[config.mk]
export PLATFORM = sky130hd
export DESIGN_NAME = stp_translator_top
export DESIGN_NICKNAME = d
export VERILOG_FILES = /design/src/design/stp_pkg.sv /design/src/design/stp_phase_if.sv /design/src/design/stp_sync.sv /design/src/design/stp_chopper.sv /design/src/design/stp_translator_top.sv
export SDC_FILE = /design/constraint.sdc
export NUM_CORES = 1
export LEC_CHECK = 0
export ABC_CLOCK_PERIOD_IN_PS = 3900
export BUFFER_PORTS_ARGS = -buffer_cell sky130_fd_sc_hd__buf_2
export CAP_MARGIN = 20
export CORE_UTILIZATION = 52
export CTS_CLUSTER_SIZE = 30
export DETAILED_ROUTE_END_ITERATION = 12
export GPL_ROUTABILITY_DRIVEN = 0
export PLACE_DENSITY = 0.77
export SYNTH_ARGS = -nofsm -noshare
export SYNTH_HDL_FRONTEND = slang
export SYNTH_SLANG_ARGS = --single-unit
[constraint.sdc]
create_clock -name clk_in -period 3.9 [get_ports clk_in]
set_clock_uncertainty 0.15 [all_clocks]
set_input_delay 0 -clock clk_in [delete_from_list [all_inputs] [get_ports clk_in]]
set_output_delay 0 -clock clk_in [all_outputs]
set_load 0.02 [all_outputs]
[src/design/stp_pkg.sv]
package stp_pkg;
    localparam int CLK_PERIOD_NS = 40;
    localparam int OFF_DEF_NS = 30000;
    localparam int OFF_RES_NS = 30000;
    localparam int SENSE_MASK_NS = 1000;
    localparam int CROSSOVER_GAP_NS = 475;
    localparam int FAST_NUM = 5;
    localparam int FAST_DEN = 16;
    localparam int OFF_DEF_CYC = (OFF_DEF_NS + CLK_PERIOD_NS - 1) / CLK_PERIOD_NS;
    localparam int OFF_RES_CYC = (OFF_RES_NS + CLK_PERIOD_NS - 1) / CLK_PERIOD_NS;
    localparam int SENSE_MASK_CYC = (SENSE_MASK_NS + CLK_PERIOD_NS - 1) / CLK_PERIOD_NS;
    localparam int GAP_CYC = (CROSSOVER_GAP_NS + CLK_PERIOD_NS - 1) / CLK_PERIOD_NS;
    localparam int CNT_W = 10;
    localparam logic [2:0] HOME_POS = 3'h1;
    localparam logic [15:0] MAG_PH1 = 16'h4646;
    localparam logic [15:0] MAG_PH2 = 16'h6464;
    localparam logic [7:0] POS_PH1 = 8'h83;
    localparam logic [7:0] POS_PH2 = 8'h0E;
    localparam logic [3:0] GATE_OFF = 4'h0;
    localparam logic [3:0] GATE_FWD = 4'h9;
    localparam logic [3:0] GATE_REV = 4'h6;
    localparam logic [3:0] GATE_SLOW = 4'h5;
    localparam int SYNC_W = 11;
    localparam int SI_STEP = 0;
    localparam int SI_DIR = 1;
    localparam int SI_RES = 2;
    localparam int SI_RSTN = 3;
    localparam int SI_EN = 4;
    localparam int SI_TSET = 5;
    localparam int SI_HOT = 6;
    localparam int SI_COOL = 7;
    localparam int SI_UV = 8;
    localparam int SI_SENSE = 9;
endpackage

[src/design/stp_phase_if.sv]
`timescale 1ns/100ps
interface stp_phase_if;
    logic                run;
    logic                positive;
    logic                mixed;
    logic                sense_trip;
    logic [stp_pkg::CNT_W-1:0] off_cycles;
    logic [3:0]          gates;
    modport ctrl (output run, positive, mixed, sense_trip, off_cycles, input gates);
    modport chop (input run, positive, mixed, sense_trip, off_cycles, output gates);
endinterface

[src/design/stp_sync.sv]
`timescale 1ns/100ps
module stp_sync (
    input  wire logic                       clk_in,
    input  wire logic                       rst_in,
    input  wire logic [stp_pkg::SYNC_W-1:0] d_in,
    output logic      [stp_pkg::SYNC_W-1:0] q_out,
    output logic      [stp_pkg::SYNC_W-1:0] rise_out
);
    import stp_pkg::*;
    logic [SYNC_W-1:0] meta_reg;
    logic [SYNC_W-1:0] sync_reg;
    logic [SYNC_W-1:0] last_reg;

    // first stage feeds only the second stage
    always_ff @(posedge clk_in or posedge rst_in) begin
        if (rst_in) begin
            meta_reg <= '0;
            sync_reg <= '0;
            last_reg <= '0;
        end else begin
            meta_reg <= d_in;
            sync_reg <= meta_reg;
            last_reg <= sync_reg;
        end
    end

    always_comb begin
        q_out    = sync_reg;
        rise_out = sync_reg & ~last_reg;
    end
endmodule

[src/design/stp_chopper.sv]
`timescale 1ns/100ps
module stp_chopper (
    input  wire logic clk_in,
    input  wire logic rst_in,
    stp_phase_if.chop ph
);
    import stp_pkg::*;
    typedef enum logic [1:0] {CH_IDLE, CH_DRIVE, CH_DECAY} stp_chop_type;
    stp_chop_type     state_reg, state_next;
    logic [CNT_W-1:0] off_reg, off_next;
    logic [CNT_W-1:0] mask_reg, mask_next;
    logic [CNT_W-1:0] gap_reg, gap_next;
    logic [3:0]       gates_reg, gates_next;
    logic [3:0]       drive_pat;
    logic [3:0]       target;
    logic [CNT_W-1:0] fast_left;

    always_comb begin
        drive_pat  = ph.positive ? GATE_FWD : GATE_REV;
        fast_left  = CNT_W'((32'(ph.off_cycles) * FAST_NUM) / FAST_DEN);
        state_next = state_reg;
        off_next   = off_reg;
        mask_next  = (mask_reg != '0) ? mask_reg - 1'b1 : mask_reg;
        gap_next   = (gap_reg != '0) ? gap_reg - 1'b1 : gap_reg;
        target     = GATE_OFF;
        case (state_reg)
            CH_IDLE: begin
                if (ph.run) begin
                    state_next = CH_DRIVE;
                end
            end
            CH_DRIVE: begin
                target = drive_pat;
                // trips during the mask window are switching noise
                if (ph.sense_trip && gates_reg == drive_pat && mask_reg == '0) begin
                    state_next = CH_DECAY;
                    off_next   = ph.off_cycles - 1'b1;
                end
            end
            CH_DECAY: begin
                // fast part reverses the diagonal, slow part shorts via both low sides
                if (ph.mixed && (ph.off_cycles - off_reg) <= fast_left) begin
                    target = drive_pat ^ 4'hF;
                end else begin
                    target = GATE_SLOW;
                end
                if (off_reg == '0) begin
                    state_next = CH_DRIVE;
                end else begin
                    off_next = off_reg - 1'b1;
                end
            end
            default: begin
                state_next = CH_IDLE;
            end
        endcase
        if (!ph.run) begin
            state_next = CH_IDLE;
            target     = GATE_OFF;
        end
        gates_next = gates_reg;
        if (target != gates_reg) begin
            if (gates_reg != GATE_OFF || target == GATE_OFF) begin
                gates_next = GATE_OFF;
                gap_next   = CNT_W'(GAP_CYC);
            end else if (gap_reg == '0) begin
                gates_next = target;
                mask_next  = CNT_W'(SENSE_MASK_CYC);
            end
        end
    end

    always_ff @(posedge clk_in or posedge rst_in) begin
        if (rst_in) begin
            state_reg <= CH_IDLE;
            off_reg   <= '0;
            mask_reg  <= '0;
            gap_reg   <= CNT_W'(GAP_CYC);
            gates_reg <= GATE_OFF;
        end else begin
            state_reg <= state_next;
            off_reg   <= off_next;
            mask_reg  <= mask_next;
            gap_reg   <= gap_next;
            gates_reg <= gates_next;
        end
    end

    assign ph.gates = gates_reg;
endmodule

[src/design/stp_translator_top.sv]
`timescale 1ns/100ps
module stp_translator_top (
    input  wire logic       clk_in,
    input  wire logic       rst_in,
    input  wire logic       step_in,
    input  wire logic       dir_in,
    input  wire logic       resolution_select_in,
    input  wire logic       reset_n_in,
    input  wire logic       enable_n_in,
    input  wire logic       off_time_timing_set_in,
    input  wire logic       over_temp_in,
    input  wire logic       temp_cooled_in,
    input  wire logic       uvlo_in,
    input  wire logic [1:0] sense_trip_in,
    output logic      [7:0] gate_out,
    output logic      [2:0] position_out,
    output logic      [1:0] decay_mixed_out,
    output logic            outputs_on_out,
    output logic            fault_out
);
    import stp_pkg::*;
    logic [SYNC_W-1:0] sync_q;
    logic [SYNC_W-1:0] sync_rise;
    logic [2:0]        pos_reg, pos_next;
    logic [1:0]        mixed_reg, mixed_next;
    logic              hot_reg, hot_next;
    logic              allow_reg, allow_next;
    logic              fault_reg, fault_next;
    logic [7:0]        gate_reg, gate_next;
    logic [CNT_W-1:0]  off_cyc_reg, off_cyc_next;
    logic              hold_home;
    logic [2:0]        step_pos;
    logic [3:0]        gates_w [2];

    stp_phase_if ph_if [2] ();

    stp_sync u_sync (
        .clk_in   (clk_in),
        .rst_in   (rst_in),
        .d_in     ({sense_trip_in, uvlo_in, temp_cooled_in, over_temp_in,
                    off_time_timing_set_in, enable_n_in, reset_n_in,
                    resolution_select_in, dir_in, step_in}),
        .q_out    (sync_q),
        .rise_out (sync_rise)
    );

    function automatic logic [1:0] mag_of(input logic [15:0] tbl, input logic [2:0] idx);
        mag_of = tbl[{idx, 1'b0} +: 2];
    endfunction

    always_comb begin
        // translator home is held by the pin, the undervoltage lockout and reset alike
        hold_home = !sync_q[SI_RSTN] || sync_q[SI_UV];
        step_pos  = pos_reg;
        if (sync_q[SI_RES]) begin
            step_pos = sync_q[SI_DIR] ? pos_reg + 3'h1 : pos_reg - 3'h1;
        end else if (pos_reg[0]) begin
            step_pos = sync_q[SI_DIR] ? pos_reg + 3'h2 : pos_reg - 3'h2;
        end else begin
            // from a half-step point, full step lands on the nearest two-phase point
            step_pos = sync_q[SI_DIR] ? pos_reg + 3'h1 : pos_reg - 3'h1;
        end
        pos_next   = pos_reg;
        mixed_next = mixed_reg;
        if (hold_home) begin
            pos_next   = HOME_POS;
            mixed_next = 2'b11;
        end else if (sync_rise[SI_STEP]) begin
            pos_next = step_pos;
            // equal magnitude counts as rising: only a strict drop gives mixed
            mixed_next[0] = mag_of(MAG_PH1, step_pos) < mag_of(MAG_PH1, pos_reg);
            mixed_next[1] = mag_of(MAG_PH2, step_pos) < mag_of(MAG_PH2, pos_reg);
        end
        hot_next = hot_reg;
        if (sync_q[SI_HOT]) begin
            hot_next = 1'b1;
        end else if (sync_q[SI_COOL]) begin
            hot_next = 1'b0;
        end
        allow_next   = !hold_home && !sync_q[SI_EN] && !hot_reg;
        fault_next   = hot_reg || sync_q[SI_UV];
        off_cyc_next = sync_q[SI_TSET] ? CNT_W'(OFF_DEF_CYC) : CNT_W'(OFF_RES_CYC);
        gate_next    = {gates_w[1], gates_w[0]};
    end

    always_ff @(posedge clk_in or posedge rst_in) begin
        if (rst_in) begin
            pos_reg     <= HOME_POS;
            mixed_reg   <= 2'b11;
            hot_reg     <= 1'b0;
            allow_reg   <= 1'b0;
            fault_reg   <= 1'b0;
            gate_reg    <= 8'h00;
            off_cyc_reg <= CNT_W'(OFF_DEF_CYC);
        end else begin
            pos_reg     <= pos_next;
            mixed_reg   <= mixed_next;
            hot_reg     <= hot_next;
            allow_reg   <= allow_next;
            fault_reg   <= fault_next;
            gate_reg    <= gate_next;
            off_cyc_reg <= off_cyc_next;
        end
    end

    genvar g;
    generate
        for (g = 0; g < 2; g++) begin : g_phase
            logic [15:0] mag_tbl;
            logic [7:0]  pol_tbl;
            assign mag_tbl = (g == 0) ? MAG_PH1 : MAG_PH2;
            assign pol_tbl = (g == 0) ? POS_PH1 : POS_PH2;
            // zero target current leaves the bridge fully off
            assign ph_if[g].run        = allow_reg && (mag_of(mag_tbl, pos_reg) != 2'b00);
            assign ph_if[g].positive   = pol_tbl[pos_reg];
            assign ph_if[g].mixed      = mixed_reg[g];
            assign ph_if[g].sense_trip = sync_q[SI_SENSE+g];
            assign ph_if[g].off_cycles = off_cyc_reg;
            assign gates_w[g]          = ph_if[g].gates;
            stp_chopper u_chop (
                .clk_in (clk_in),
                .rst_in (rst_in),
                .ph     (ph_if[g])
            );
        end
    endgenerate

    // one extra register stage on the gates keeps top outputs flopped
    assign gate_out        = gate_reg;
    assign position_out    = pos_reg;
    assign decay_mixed_out = mixed_reg;
    assign outputs_on_out  = allow_reg;
    assign fault_out       = fault_reg;
endmodule

Word level (Yosys, flattened, before mapping)
Memory sizes are Yosys's and may differ from the RTL's. Cells that the tools add are included.

Flip-flop bits (word level): 111. ROM bits: 16. Memories kept: 2.

$add $sub $neg: 12. Order comparisons: 5. Equal/unequal tests: 16. Shifts and indexed selects: 4. Mux-type cells: 52. Bitwise logic cells: 4. Reduce and logical (&&, ||, !) cells: 48.

Memories: (no name shown) (depth 8, bits a word 1, rd ports 1, clocked after memory_dff 0, write ports 0, RTL line stp_translator_top.sv:115) `assign ph_if[g].positive = pol_tbl[pos_reg];`; (no name shown) (depth 8, bits a word 1, rd ports 1, clocked after memory_dff 0, write ports 0, RTL line stp_translator_top.sv:115).

Operators by type and width (number): 2-to-1 mux 10 bit (18); indexed part select 16 x 5 -> 2 bit (first input constant) (4); logical NOT 10 bit (6); subtractor 10 x 1 -> 10 bit (second input constant) (6); 2-to-1 mux 4 bit (10); one-hot mux 10 bit (2 select lines) (2); nonzero test 10 bit (4); <= comparator 10 x 8 -> 1 bit (second input constant) (2); subtractor 10 bit (first input constant) (2); 2-to-1 mux 3 bit (6); 2-to-1 mux 2 bit (8); one-hot mux 4 bit (2 select lines) (2); nonzero test 2 bit (8); inequality test 3 bit (second input constant) (4); one-hot mux 2 bit (3 select lines) (2); logical AND 1 bit (10); equality test 4 bit (2); logical NOT 4 bit (2); inequality test 4 bit (2); NOT 4 bit (2); AND reduction 2 bit (4); nonzero test 4 bit (2); AND reduction 3 bit (2); equality test 2 x 1 -> 1 bit (second input constant) (2); other kinds (15) (29).

Longest topological paths before layout
Depth after elaboration: 11. Mapped depth: 12. Mapped depth without buffers: 10.

Hierarchy
From an unflattened synthesis, not the netlist that was laid out.

Cell total of the unflattened synthesis: 917. Area, all modules: 8620.8 um^2.

Modules (own cells, without submodules): stp_chopper (g_phase[0].u_chop) (instances 1, cells each 405, area each 3472.1 um^2); stp_chopper (g_phase[1].u_chop) (instances 1, cells each 399, area each 3429.5 um^2); stp_sync (instances 1, cells each 45, area each 980.9 um^2); stp_translator_top (instances 1, cells each 68, area each 738.2 um^2).

Least setup slack after synthesis
Ideal clock, no wire load.

Path kind: reg2reg. From: register g_phase[1].u_chop.mask_reg[0]. To: register g_phase[1].u_chop.off_reg[7]. Library setup time: 0.124 ns. Arrival time: 2.707 ns. Data required time: 3.626 ns. Setup slack: 0.919 ns. Stages on the path, launching flop included: 13. Buffers on the path: 2. Period minus slack after synthesis: 2.981 ns. Path through: dfrtp_1 -> inv_1 -> ha_1 -> or4b_4 -> or3b_1 -> buf_6 -> o31a_1 -> and3b_1 -> buf_6 -> nand3_4 -> nor4_4 -> xnor2_1 -> nand2_1.

Longest elaborated chain between the ends: 4.

RTL lines: start, declared (RTL line stp_chopper.sv:11) `logic [CNT_W-1:0] mask_reg, mask_next;`; start signal, assigned (RTL line stp_chopper.sv:83) `mask_reg <= mask_next;`; logical NOT 10 bit (RTL line stp_chopper.sv:35) `if (ph.sense_trip && gates_reg == drive_pat && mask_reg == '0) begin`; logical AND 1 bit (RTL line stp_chopper.sv:35); inequality test 2 x 1 -> 1 bit (no source line); AND reduction 3 bit (no source line); end signal, assigned (RTL line stp_chopper.sv:82) `off_reg <= off_next;`; end, declared (RTL line stp_chopper.sv:10) `logic [CNT_W-1:0] off_reg, off_next;`.

No other way between the ends. A chain may end at the register's enable or synchronous reset.

Worst setup path in the final report
From: register g_phase[1].u_chop.mask_reg[0]. To: register g_phase[1].u_chop.off_reg[6].

Same word-level chain as after synthesis.

==> flow_metrics.py <==
metrics = {
    "layout": {
        "final_cell_mix": "102 x dfrtp_1, 66 x nor2_1, 66 x nand2_1",
        "final_cells": 824,
        "area_growth_pct": 9.48,
        "drive_gt1_frac": 0.119,
        "layout_commonest_cell": "dfrtp_1",
        "antenna_cells": 0,
        "nNetsFinal": 711,
    },
    "routing": {
        "wl_um": 12400,
        "drt_first_pass_iters": 4,
        "ant_nets": 0,
        "drc_errors": 0,
        "wl_per_cell_um": 15.1,
        "via_per_inst": 5.90,
        "dr.first_iter.drc_count": 261,
        "dr_total_vias": 4861,
    },
    "worst_setup_path": {
        "crit_fanout": 9,
        "startpoint_type": "register",
        "r2r-end": "g_phase[1].u_chop.off_reg[6]$_DFFE_PP0P_",
        "critPathKind": "reg2reg",
        "required_ps": 3970,
        "cp.arrival_ps": 3430,
        "worstSetupStartpoint": "g_phase[1].u_chop.mask_reg[0]$_DFF_PP0_",
        "r2r_start": "g_phase[1].u_chop.mask_reg[0]$_DFF_PP0_",
        "r2r_cells": 10,
        "end_kind": "register",
        "endpoint": "g_phase[1].u_chop.off_reg[6]$_DFFE_PP0P_",
        "r2r_slack_ps": 540,
    },
    "floorplanning": {
        "rows": 39,
        "die_h_um": 110,
        "io_pins": 28,
        "die_w_um": 110,
        "core_area_mm2": 0.0115,
        "start_util": 0.534,
        "dieArea_mm2": 0.0122,
    },
    "global_route": {
        "grt_max_degree": 81,
        "grt_usage": 0.210,
        "use_met1": 0.285,
        "busiest_layer": "met2",
        "use_met2": 0.350,
        "grt_overflow": 0,
        "met3_usage": 0.0318,
        "grt_pass1_vias": 4611,
        "grt_pass1_wl_um": 21500,
        "grt_antenna_before_repair": 0,
    },
    "logic_synthesis": {
        "synth_edf_count": 0,
        "async_flop_share": 1.00,
        "syn_area_mm2": 0.00612,
        "yosys.area.top_type": "dfrtp_1",
        "synth.area.top_cells": "dfrtp_1 42%, ha_1 4.3%, a21oi_1 4.1%",
        "ys_types": 84,
        "syn_avg_cell_area_um2": 9.36,
        "syn_inst": 654,
        "ys.warnings.count": 0,
        "ys_seq_elements": 109,
        "synth_top_area_share": 0.417,
        "synth_nets": 689,
        "synth_flop_cell": "dfrtp_1",
        "synth_seq_area_share": 0.447,
    },
    "timing": {
        "hold_viol": 0,
        "period_share": 0.860,
        "rsz0062_at_grt": "no",
        "slew_violations": 0,
        "setup_viol": 0,
        "setup_tns_ps": 0,
        "fin_crit_ps": 3360,
        "slew_headroom": 0.313,
        "tightest_slew_ps": 1020,
        "clock.fmax_mhz": 298,
    },
    "cts": {
        "clockRootBuffer": "clkbuf_16",
        "cts_buffer_depth": 2,
        "h-tree-depth": 3,
        "cts_tree": "yes",
        "clk_pin_slew_ps": 70,
        "clock_latency_ps": 340,
        "cts_sinks": 109,
        "cts_buffers": 9,
        "cts-resized-gates": 0,
    },
    "status": {
        "status": "complete, no violations",
    },
    "pwr": {
        "cellPowerDensity_mw_per_mm2": 520,
        "ir_drop_mv": 0.356,
        "p_total_mw": 3.48,
        "p_leak_nw": 2.81,
    },
    "placement": {
        "placed_cells_incl_taps": 797,
        "io_buffers": 26,
        "post-dp-hpwl_um": 8590,
    },
    "job": {
        "cap_viol_max_count": 0,
    },
    "worst_hold_path": {
        "hold_class": "in2reg",
    },
}
==> layout make-up <==
cell class	instances	area, um^2
clock buffers	11	243
clock inverters	5	60.1
fillers	946	4770
inverters	30	115
multi-input cells	486	3110
flip-flops and latches	109	2740
well taps	143	179
repair buffers	40	263
==> cell families after synthesis <==
family                   after synthesis  synth area share
flip-flops                           109             0.447
XOR/XNOR                              36            0.0515
AND/OR/NAND/NOR                      279             0.244
adder cells (fa/ha/maj)               22            0.0462
AO/OA/AOI/OAI                        140             0.150
multiplexers                           9            0.0147
buffers and inverters                 59            0.0456
==> worst min path at each step <==
stage,start,endpoint,slack [ps],cells after the start
after floorplan,step_in,u_sync.meta_reg[0]$_DFF_PP0_,-120,0
after global placement,sense_trip_in[0],u_sync.meta_reg[9]$_DFF_PP0_,-40,1
after detailed placement,enable_n_in,u_sync.meta_reg[4]$_DFF_PP0_,-40,1
after CTS,resolution_select_in,u_sync.meta_reg[2]$_DFF_PP0_,130,2
after global routing,enable_n_in,u_sync.meta_reg[4]$_DFF_PP0_,130,2
final,enable_n_in,u_sync.meta_reg[4]$_DFF_PP0_,140,2
==> Yosys cell counts, drive strengths merged, types with 3 or more instances <==
cell    count
nand2b     10
mux2i       9
and3        6
dfrtp     102
a211oi      6
nand2      66
nor2       67
o211ai      5
inv        30
nor2b       9
or2         6
o31ai       4
a22oi       3
clkbuf     20
a21oi      50
o21ai      24
a22o        6
and4        3
a31o        5
xor2        9
or3         4
and2        5
nor3       26
dfstp       7
nor3b       6
nand3b      5
a31oi       8
or3b        3
a21o        3
o22ai       3
or4         9
or4b        3
buf         9
ha         21
nand4b      3
xnor2      27
nor4       13
nand3      21
nand4       6
==> worst max-delay path: stages (launching register included) <==
cell     delay (ps)
dfrtp_1         410
inv_1            90
ha_1            200
or4b_4          490
or3b_1          510
o31a_1          390
and3b_1         470
nand3_2         180
nor3_2          160
xnor2_1         130
nand2_1          60
==> metrics by stage <==
stage	worst slack (ps)	util	area, um^2	hold slack [ps]
floorplan	888	-	6120	-119
global placement	620	0.548	6290	-40.3
detailed placement	561	0.548	6290	-40.7
CTS	546	0.584	6700	135
global route	373	0.584	6700	135
finish	544	0.584	6700	144
==> where the power goes <==
part           internal [mW]  total, mW  switching, mW
sequential              1.41       1.70          0.295
combinational          0.415      0.856          0.440
clock                  0.518      0.927          0.409
total                   2.34       3.48           1.14
==> routing by layer <==
layer	wire [um]	vias up
li1	-	2371
met3	475	12
met2	6030	109
met4	142	0
met1	5770	2369
met5	0	-
==> what timing repair did <==
| action | CTS | global route |
|---|---|---|
| setup buffers | 0 | 0 |
| hold endpoints to repair | 84 | 0 |
| hold buffers | 11 | 0 |
No activity file was read; power rests on OpenSTA's default activity.
